File: src/hw/sap_pkg.sv
// Constants and types of the serial conversion port
package sap_pkg;
    localparam int         RES_W      = 12;
    localparam int         FIFO_W     = 13;
    localparam int         FIFO_DEPTH = 8;
    localparam logic [4:0] EDGE_PD_LO = 5'h03;
    localparam logic [4:0] EDGE_MSB   = 5'h04;
    localparam logic [4:0] EDGE_TRACK = 5'h0E;
    localparam logic [4:0] EDGE_SUB0  = 5'h0F;
    localparam logic [4:0] EDGE_LAST  = 5'h10;
    localparam logic [11:0] SAR_INIT  = 12'h800;
    localparam int         CLK_NS     = 4;
    localparam int         ACQUIRE_INTERVAL_NS = 125;
    localparam int         ACQ_CYC    = (ACQUIRE_INTERVAL_NS + CLK_NS - 1) / CLK_NS;
    localparam logic [5:0] ACQ_CYC_W  = 6'(ACQ_CYC);

    typedef enum logic [1:0]
    {
        ST_IDLE = 2'b00,
        ST_CONV = 2'b01,
        ST_DONE = 2'b10
    } sap_state_t;

    typedef enum logic [1:0]
    {
        PD_NONE    = 2'b00,
        PD_PARTIAL = 2'b01,
        PD_FULL    = 2'b10
    } sap_pd_t;
endpackage

File: src/hw/sap_fifo_if.sv
// Interface carrying results into and out of the result FIFO
`timescale 1ns/10ps
`default_nettype none
interface sap_fifo_if
#(
    parameter int W = 13
);
    logic         push_valid;
    logic         push_ready;
    logic [W-1:0] push_data;
    logic         pop_valid;
    logic         pop_ready;
    logic [W-1:0] pop_data;

    modport fifo_mp
    (
        input  push_valid,
        input  push_data,
        input  pop_ready,
        output push_ready,
        output pop_valid,
        output pop_data
    );
    modport user_mp
    (
        output push_valid,
        output push_data,
        output pop_ready,
        input  push_ready,
        input  pop_valid,
        input  pop_data
    );
endinterface
`default_nettype wire

File: src/hw/sap_fifo.sv
// Result FIFO built from flip-flops
`timescale 1ns/10ps
`default_nettype none
module sap_fifo
#(
    parameter int W = 13,
    parameter int D = 8
)
(
    input  wire logic   clk_sys,
    input  wire logic   reset,
    sap_fifo_if.fifo_mp f
);
    localparam int AW = $clog2(D);

    logic [W-1:0] mem_q [D];
    logic [AW:0]  wr_ptr_q;
    logic [AW:0]  rd_ptr_q;
    logic         full;
    logic         empty;

    assign empty        = (wr_ptr_q == rd_ptr_q);
    assign full         = ((wr_ptr_q ^ rd_ptr_q) == {1'b1, {AW{1'b0}}});
    assign f.push_ready = !full;
    assign f.pop_valid  = !empty;
    assign f.pop_data   = mem_q[rd_ptr_q[AW-1:0]];

    always_ff @(posedge clk_sys)
    begin
        if (f.push_valid && !full)
        begin
            mem_q[wr_ptr_q[AW-1:0]] <= f.push_data;
        end
    end

    always_ff @(posedge clk_sys or posedge reset)
    begin
        if (reset)
        begin
            wr_ptr_q <= '0;
        end
        else if (f.push_valid && !full)
        begin
            wr_ptr_q <= wr_ptr_q + 1'b1;
        end
    end

    always_ff @(posedge clk_sys or posedge reset)
    begin
        if (reset)
        begin
            rd_ptr_q <= '0;
        end
        else if (f.pop_ready && !empty)
        begin
            rd_ptr_q <= rd_ptr_q + 1'b1;
        end
    end
endmodule
`default_nettype wire

File: src/hw/sap_port.sv
// Serial conversion and readout port of a 12-bit successive-approximation converter
`timescale 1ns/10ps
`default_nettype none
module sap_port
(
    input  wire logic                       clk_sys,
    input  wire logic                       reset,
    input  wire logic                       sclk_i,
    input  wire logic                       conv_start_n,
    input  wire logic                       cmp_i,
    output logic                            sdo_o,
    output logic                            sdo_oe,
    output logic                            track_o,
    output logic [sap_pkg::RES_W-1:0]       dac_code_o,
    output logic                            pd_partial_o,
    output logic                            pd_full_o,
    output logic                            acq_short_o,
    output logic                            overrun_o,
    output logic                            result_valid_o,
    output logic [sap_pkg::FIFO_W-1:0]      result_data_o,
    input  wire logic                       result_ready_i
);
    function automatic logic [3:0] bit_index(input logic [4:0] n);
        bit_index = 4'(sap_pkg::EDGE_SUB0 - n);
    endfunction

    logic [2:0]               sclk_s_q;
    logic [2:0]               cnv_s_q;
    logic [1:0]               cmp_s_q;
    logic                     sclk_rise;
    logic                     sclk_fall;
    logic                     cnv_fall;
    logic                     cnv_rise;
    logic                     start;
    logic                     pd_entry;
    logic                     pd_exit;
    sap_pkg::sap_state_t      state_q;
    sap_pkg::sap_pd_t         pd_q;
    logic [4:0]               cnt_q;
    logic                     rel_pend_q;
    logic                     sdo_q;
    logic                     oe_q;
    logic                     track_q;
    logic [sap_pkg::RES_W-1:0] code_q;
    logic                     first_q;
    logic                     push_valid_q;
    logic [sap_pkg::FIFO_W-1:0] push_data_q;
    logic                     overrun_q;
    logic [5:0]               acq_cnt_q;
    logic                     acq_short_q;
    logic                     res_valid_q;
    logic [sap_pkg::FIFO_W-1:0] res_data_q;

    sap_fifo_if #(.W(sap_pkg::FIFO_W)) fif ();

    sap_fifo
    #(
        .W (sap_pkg::FIFO_W),
        .D (sap_pkg::FIFO_DEPTH)
    )
    u_fifo
    (
        .clk_sys (clk_sys),
        .reset   (reset),
        .f       (fif.fifo_mp)
    );

    // Pins pass two flip-flops; the third stage only serves edge detection
    always_ff @(posedge clk_sys or posedge reset)
    begin
        if (reset)
        begin
            sclk_s_q <= 3'h0;
            cnv_s_q  <= 3'h7;
            cmp_s_q  <= 2'h0;
        end
        else
        begin
            sclk_s_q <= {sclk_s_q[1:0], sclk_i};
            cnv_s_q  <= {cnv_s_q[1:0], conv_start_n};
            cmp_s_q  <= {cmp_s_q[0], cmp_i};
        end
    end

    assign sclk_rise = sclk_s_q[1] && !sclk_s_q[2];
    assign sclk_fall = !sclk_s_q[1] && sclk_s_q[2];
    assign cnv_fall  = !cnv_s_q[1] && cnv_s_q[2];
    assign cnv_rise  = cnv_s_q[1] && !cnv_s_q[2];
    assign start     = cnv_fall && (state_q != sap_pkg::ST_CONV);
    assign pd_entry  = (state_q == sap_pkg::ST_CONV) && cnv_rise
                       && (cnt_q >= sap_pkg::EDGE_PD_LO) && (cnt_q < sap_pkg::EDGE_TRACK);
    assign pd_exit   = cnv_rise && (((state_q == sap_pkg::ST_CONV)
                       && (cnt_q >= sap_pkg::EDGE_TRACK)) || (state_q == sap_pkg::ST_DONE));

    // Frame sequencing and output enable
    always_ff @(posedge clk_sys or posedge reset)
    begin
        if (reset)
        begin
            state_q    <= sap_pkg::ST_IDLE;
            cnt_q      <= 5'h00;
            rel_pend_q <= 1'b0;
            oe_q       <= 1'b0;
        end
        else
        begin
            unique case (state_q)
                sap_pkg::ST_IDLE, sap_pkg::ST_DONE:
                begin
                    if (start)
                    begin
                        state_q    <= sap_pkg::ST_CONV;
                        cnt_q      <= 5'h00;
                        rel_pend_q <= 1'b0;
                        oe_q       <= 1'b1;
                    end
                    else if (state_q == sap_pkg::ST_DONE)
                    begin
                        if (cnv_rise || (sclk_rise && rel_pend_q))
                        begin
                            state_q <= sap_pkg::ST_IDLE;
                            oe_q    <= 1'b0;
                        end
                        else if (sclk_fall && !cnv_s_q[1])
                        begin
                            rel_pend_q <= 1'b1;
                        end
                    end
                end
                sap_pkg::ST_CONV:
                begin
                    if (cnv_rise && (cnt_q < sap_pkg::EDGE_TRACK))
                    begin
                        state_q <= sap_pkg::ST_IDLE;
                        oe_q    <= 1'b0;
                    end
                    else if (sclk_rise)
                    begin
                        cnt_q <= cnt_q + 5'h01;
                        if (cnt_q == sap_pkg::EDGE_SUB0)
                        begin
                            state_q <= sap_pkg::ST_DONE;
                        end
                    end
                end
                default:
                begin
                    state_q <= sap_pkg::ST_IDLE;
                    oe_q    <= 1'b0;
                end
            endcase
        end
    end

    // Successive approximation and serial data, advanced by rising edges only
    always_ff @(posedge clk_sys or posedge reset)
    begin
        if (reset)
        begin
            sdo_q  <= 1'b0;
            code_q <= sap_pkg::SAR_INIT;
        end
        else if (start)
        begin
            sdo_q  <= 1'b0;
            code_q <= sap_pkg::SAR_INIT;
        end
        else if ((state_q == sap_pkg::ST_CONV) && sclk_rise)
        begin
            if ((cnt_q >= (sap_pkg::EDGE_MSB - 5'h01)) && (cnt_q < sap_pkg::EDGE_SUB0))
            begin
                sdo_q <= cmp_s_q[1];
                code_q[bit_index(cnt_q + 5'h01)] <= cmp_s_q[1];
                if (bit_index(cnt_q + 5'h01) != 4'h0)
                begin
                    code_q[bit_index(cnt_q + 5'h01) - 4'h1] <= 1'b1;
                end
            end
            else
            begin
                sdo_q <= 1'b0;
            end
        end
    end

    // Track/hold: tracks from power-up, holds at start, tracks again at edge 14
    always_ff @(posedge clk_sys or posedge reset)
    begin
        if (reset)
        begin
            track_q <= 1'b1;
        end
        else if (start)
        begin
            track_q <= 1'b0;
        end
        else if ((state_q == sap_pkg::ST_CONV) && sclk_rise
                 && (cnt_q == sap_pkg::EDGE_TRACK - 5'h01))
        begin
            track_q <= 1'b1;
        end
    end

    // Power-down modes; a wake frame leaves them without calibration
    always_ff @(posedge clk_sys or posedge reset)
    begin
        if (reset)
        begin
            pd_q <= sap_pkg::PD_NONE;
        end
        else if (pd_entry)
        begin
            pd_q <= (pd_q == sap_pkg::PD_NONE) ? sap_pkg::PD_PARTIAL : sap_pkg::PD_FULL;
        end
        else if (pd_exit)
        begin
            pd_q <= sap_pkg::PD_NONE;
        end
    end

    // Result capture; the first result after reset is tagged as calibration
    always_ff @(posedge clk_sys or posedge reset)
    begin
        if (reset)
        begin
            push_valid_q <= 1'b0;
            push_data_q  <= '0;
            first_q      <= 1'b1;
            overrun_q    <= 1'b0;
        end
        else
        begin
            push_valid_q <= 1'b0;
            if ((state_q == sap_pkg::ST_CONV) && sclk_rise && (cnt_q == sap_pkg::EDGE_SUB0))
            begin
                push_valid_q <= 1'b1;
                push_data_q  <= {first_q, code_q};
                first_q      <= 1'b0;
            end
            if (push_valid_q && !fif.push_ready)
            begin
                overrun_q <= 1'b1;
            end
        end
    end

    // Acquisition time monitor between tracking and the next start
    always_ff @(posedge clk_sys or posedge reset)
    begin
        if (reset)
        begin
            acq_cnt_q   <= sap_pkg::ACQ_CYC_W;
            acq_short_q <= 1'b0;
        end
        else
        begin
            acq_short_q <= start && (acq_cnt_q < sap_pkg::ACQ_CYC_W);
            if (!track_q)
            begin
                acq_cnt_q <= 6'h00;
            end
            else if (acq_cnt_q < sap_pkg::ACQ_CYC_W)
            begin
                acq_cnt_q <= acq_cnt_q + 6'h01;
            end
        end
    end

    // Registered result output stage
    always_ff @(posedge clk_sys or posedge reset)
    begin
        if (reset)
        begin
            res_valid_q <= 1'b0;
            res_data_q  <= '0;
        end
        else if (!res_valid_q || result_ready_i)
        begin
            res_valid_q <= fif.pop_valid;
            res_data_q  <= fif.pop_data;
        end
    end

    assign fif.push_valid = push_valid_q;
    assign fif.push_data  = push_data_q;
    assign fif.pop_ready  = !res_valid_q || result_ready_i;

    assign sdo_o          = sdo_q;
    assign sdo_oe         = oe_q;
    assign track_o        = track_q;
    assign dac_code_o     = code_q;
    assign pd_partial_o   = pd_q[0];
    assign pd_full_o      = pd_q[1];
    assign acq_short_o    = acq_short_q;
    assign overrun_o      = overrun_q;
    assign result_valid_o = res_valid_q;
    assign result_data_o  = res_data_q;
endmodule
`default_nettype wire

File: config.mk
export PLATFORM = sky130hd
export DESIGN_NAME = sap_port
export DESIGN_NICKNAME = d
export VERILOG_FILES = /design/src/hw/sap_pkg.sv /design/src/hw/sap_fifo_if.sv /design/src/hw/sap_fifo.sv /design/src/hw/sap_port.sv
export SDC_FILE = /design/constraint.sdc
export NUM_CORES = 1
export LEC_CHECK = 0
export ABC_CLOCK_PERIOD_IN_PS = 2900
export BUFFER_PORTS_ARGS = -buffer_cell sky130_fd_sc_hd__buf_2
export CORE_MARGIN = 2
export CORE_UTILIZATION = 33
export CTS_CLUSTER_SIZE = 40
export DETAILED_ROUTE_END_ITERATION = 7
export PLACE_DENSITY = 0.45
export SLEW_MARGIN = 30
export SYNTH_ARGS = -nofsm -noshare
export SYNTH_HDL_FRONTEND = slang
export SYNTH_SLANG_ARGS = --single-unit
File: constraint.sdc
create_clock -name clk_sys -period 2.9 [get_ports clk_sys]
set_clock_uncertainty 0.15 [all_clocks]
set_input_delay 0.58 -clock clk_sys [delete_from_list [all_inputs] [get_ports clk_sys]]
set_output_delay 0.58 -clock clk_sys [all_outputs]
set_load 0.02 [all_outputs]
==> impl_results.md <==
* Pin count of the biggest net entering global routing at 32
* Setup TNS at 0 ps
* XOR/XNOR Fraction of Synth Area at 2.13%
* Number of port buffers at 38
* Status: finished clean
* Logic pwr share at 18.5%
* Worst stage delay on the critical path at 440 ps
* Critical path class: flop to flop
* Final Routed Wirelength at 16400 um
* Most frequent cells in the layout: 104 x edfxtp_1, 79 x nand2_1, 70 x dfrtp_1
* Number of CTS-inserted buffers at 17
* H-tree Lvls at 4
* CP max stage cell: a2111oi_2
* Tightest Pin Transition at 604 ps
* Synth warn at 0
* Utilization after layout at 38.5%
* Most used DFF post-synth: edfxtp_1
* Multi-input gate area at 2480 sq um
* Netlist cell types at 71
* VDD IR max at 0.380 mV
* CTS resizes at 0
* Worst Setup End Kind: flop
* # setup viols final at 0
* First DRT Iteration DRCs at 259
* Fillcell total at 2244
* DRC violations left at 0
* Final Critical Period at 2350 ps
* Unrepaired setup endpoints after global routing: false
* Number of antenna-violating nets in the routed design at 0
* Critical path data arrival time at 2510 ps
* FF/Latch Area at 5080 sq um
* Placed inst area at 8380 sq um
* Critical path cell sequence: buf_4 > ha_1 > a2111oi_2 > nor3_2 > nand2_1 > a221oi_2 > a222oi_1 > a31oi_1
* Clock sinks at 182
* F_max at 425 MHz
* Post-CTS Setup Inserts at 0
* Crit start category: flop
* Synth Area in Compound Gates at 7.43%
* CTS clk-pin slew, worst paths at 80 ps
* Largest family of logic cells by synthesized area: simple AND/OR/NAND/NOR gates
* Max capacitance violation total at 0
* Sequential share of power at 45.5%
* First-pass GRT wire length at 26700 um
* Via density at 4.80
* Die X-Extent at 157 um
* Tot GR Track Use at 14.5%
* Vias at 4439
* Mux cell area share after synthesis at 10.2%
* Fin crit share at 81.2%
* P&R area growth vs syn at 15.7%
* Clock tree from TritonCTS: yes
* Endpoints failing hold at 0
* DIE AREA at 24700 sq um
* DP HPWL at 10900 um
* Root Buffer: clkbuf_16
* Total grt overflow at 0
* Placer congestion estimate at 0.844
* Max-slew violations at 0
* Final instance area at 8970 sq um
* Vias in the first global route at 4600
* Mapped Nets at 560
* Fin nets at 609
* Clock network power share at 35.9%
* Gate Count Post-Synth at 543
* N_diodes at 0
* CP required at 3060 ps
* Antenna violations before repair at 0
* Post-synth EDFFs at 104
* Clk buf depth at 2
* CTS Hold Bufs at 0
* Clk Latency, worst-skew pair at 440 ps
* Crit-path max FO at 12
* Syn Std Cell Area at 7750 sq um
* Adder-cell share of the synthesized area at 1.78%
* Core area at 23300 sq um
* Share of cells above drive strength 1 at 24.8%
* Net switching power at 1850 uW
* Cell internal pwr at 4540 uW
* Power density cells at 712 nW/um^2
* IO Count at 39
* Seq cells post-synth at 182
* Post-Syn Area per Cell at 14.3 sq um
* Most common cell after layout, fill and taps aside: edfxtp_1
* Switch share at 28.9%
* Simple-Gate Fraction of Synth Area at 10.3%
* Hold Slack at 31.3 ps
* Tot Pwr at 6380 uW
* Die Span Y at 157 um
* Hold Crit Class: input port to asynchronous set/reset pin
* Register area share after synthesis at 65.6%
* DRT Pass-1 Iters at 4
* Initial Utilization at 33.3%
* Slew headroom at 59.7%
* Rows at 56
* Async SR Flop Fraction at 42.9%
* Leak at 0.00348 uW
* Routed len/inst at 17.7 um
[synth_stat cells, types with 2 or more instances]
cell type / n / share of area, %
o21ai_1: 9 / 0.58
o21bai_1: 2 / 0.19
ha_1: 11 / 1.8
a211oi_1: 2 / 0.19
and3_1: 2 / 0.16
nand4_1: 3 / 0.24
inv_1: 10 / 0.48
o2bb2ai_1: 2 / 0.23
a31oi_1: 3 / 0.24
xor2_1: 6 / 0.68
nor2_1: 23 / 1.1
or3_1: 3 / 0.24
nor3_1: 8 / 0.52
nor3_2: 2 / 0.26
clkbuf_1: 10 / 0.48
o21ai_0: 24 / 1.6
nand3_1: 10 / 0.65
nand2b_1: 6 / 0.48
mux4_2: 26 / 7.6
dfstp_2: 7 / 2.4
buf_2: 10 / 0.65
and2_1: 8 / 0.65
xnor2_1: 11 / 1.2
nor2b_1: 6 / 0.48
buf_1: 3 / 0.15
edfxtp_1: 104 / 40
dfrtp_1: 71 / 23
a21oi_1: 16 / 1.0
mux2i_1: 16 / 2.1
o21a_1: 2 / 0.19
nor3b_1: 2 / 0.19
nand2_1: 79 / 3.8
mux2_2: 3 / 0.44
a2111oi_2: 2 / 0.39
buf_6: 5 / 0.73
[worst max-delay path, delay by kind of cell (launching register included)]
kind	cells	cell delay, ps
buf+inv	1	190
simple gates	2	330
compound gates	4	860
fa+ha+maj	1	310
flops	1	390
[path summary, 6_finish.rpt]
check / from / to / slack (ps) / cells past startpoint
worst max-delay path: cnt_q[0]$_DFFE_PP0P_ / dac_code_o[5]$_DFFE_PP0P_ / 550 / 8
worst max register to register: cnt_q[0]$_DFFE_PP0P_ / dac_code_o[5]$_DFFE_PP0P_ / 550 / 8
worst min register to register: sclk_s_q[0]$_DFF_PP0_ / sclk_s_q[1]$_DFF_PP0_ / 200 / 0
worst min-delay path: reset / u_fifo.rd_ptr_q[1]$_DFFE_PP0P_ / 30 / 2
min in group clk_sys: conv_start_n / cnv_s_q[0]$_DFF_PP1_ / 90 / 1
max in group asynchronous: reset / u_fifo.rd_ptr_q[0]$_DFFE_PP0P_ / 1880 / 3
[per-stage QoR]
stage | std cells | worst slack [ps]
6_report | 924 | 545
5_1_grt | 924 | 325
4_1_cts | 924 | 564
3_5_place_dp | 892 | 584
3_3_place_gp | 892 | 614
2_1_floorplan | 543 | 187
[cell families after synthesis]
kind of cell	count (synthesis)
fa+ha+maj	11
compound gates	83
simple gates	164
mux	46
flops	182
xor+xnor	18
buf+inv	39
[power groups by stage]
stage | clock (uW) | combinational (uW) | sequential [uW]
detailed placement | 0 | 1210 | 2960
global placement | 0 | 1220 | 2960
global route | 2460 | 1320 | 2920
floorplan | 0 | 811 | 3040
finish | 2290 | 1180 | 2910
CTS | 2360 | 1210 | 2910
[sequential cells by signal, indices dropped and copies added, names as in the netlist, 2 cells and up]
signal           count
acq_cnt_q            6
cmp_s_q              2
cnt_q                5
cnv_s_q              3
dac_code_o          12
fif.push_data       13
pd_q                 2
result_data_o       13
sclk_s_q             3
state_q              2
u_fifo.mem_q       104
u_fifo.rd_ptr_q      4
u_fifo.wr_ptr_q      4
[layer usage]
metal | track usage, % | share of wire [%]
met1 | 19.4 | 46
met2 | 23.4 | 49
met3 | 3.39 | 3.9
met4 | 4.81 | 1.5
met5 | 0 | 0
[area by class of cell]
| class | instances | area share (%) |
|---|---|---|
| multi-input cells | 322 | 27.6 |
| clock inverters | 13 | 1.55 |
| inverters | 10 | 0.433 |
| well taps | 319 | 4.45 |
| clock buffers | 19 | 4.94 |
| repair buffers | 59 | 4.30 |
| flip-flops and latches | 182 | 56.7 |
Power figures use the tool's default switching activity.
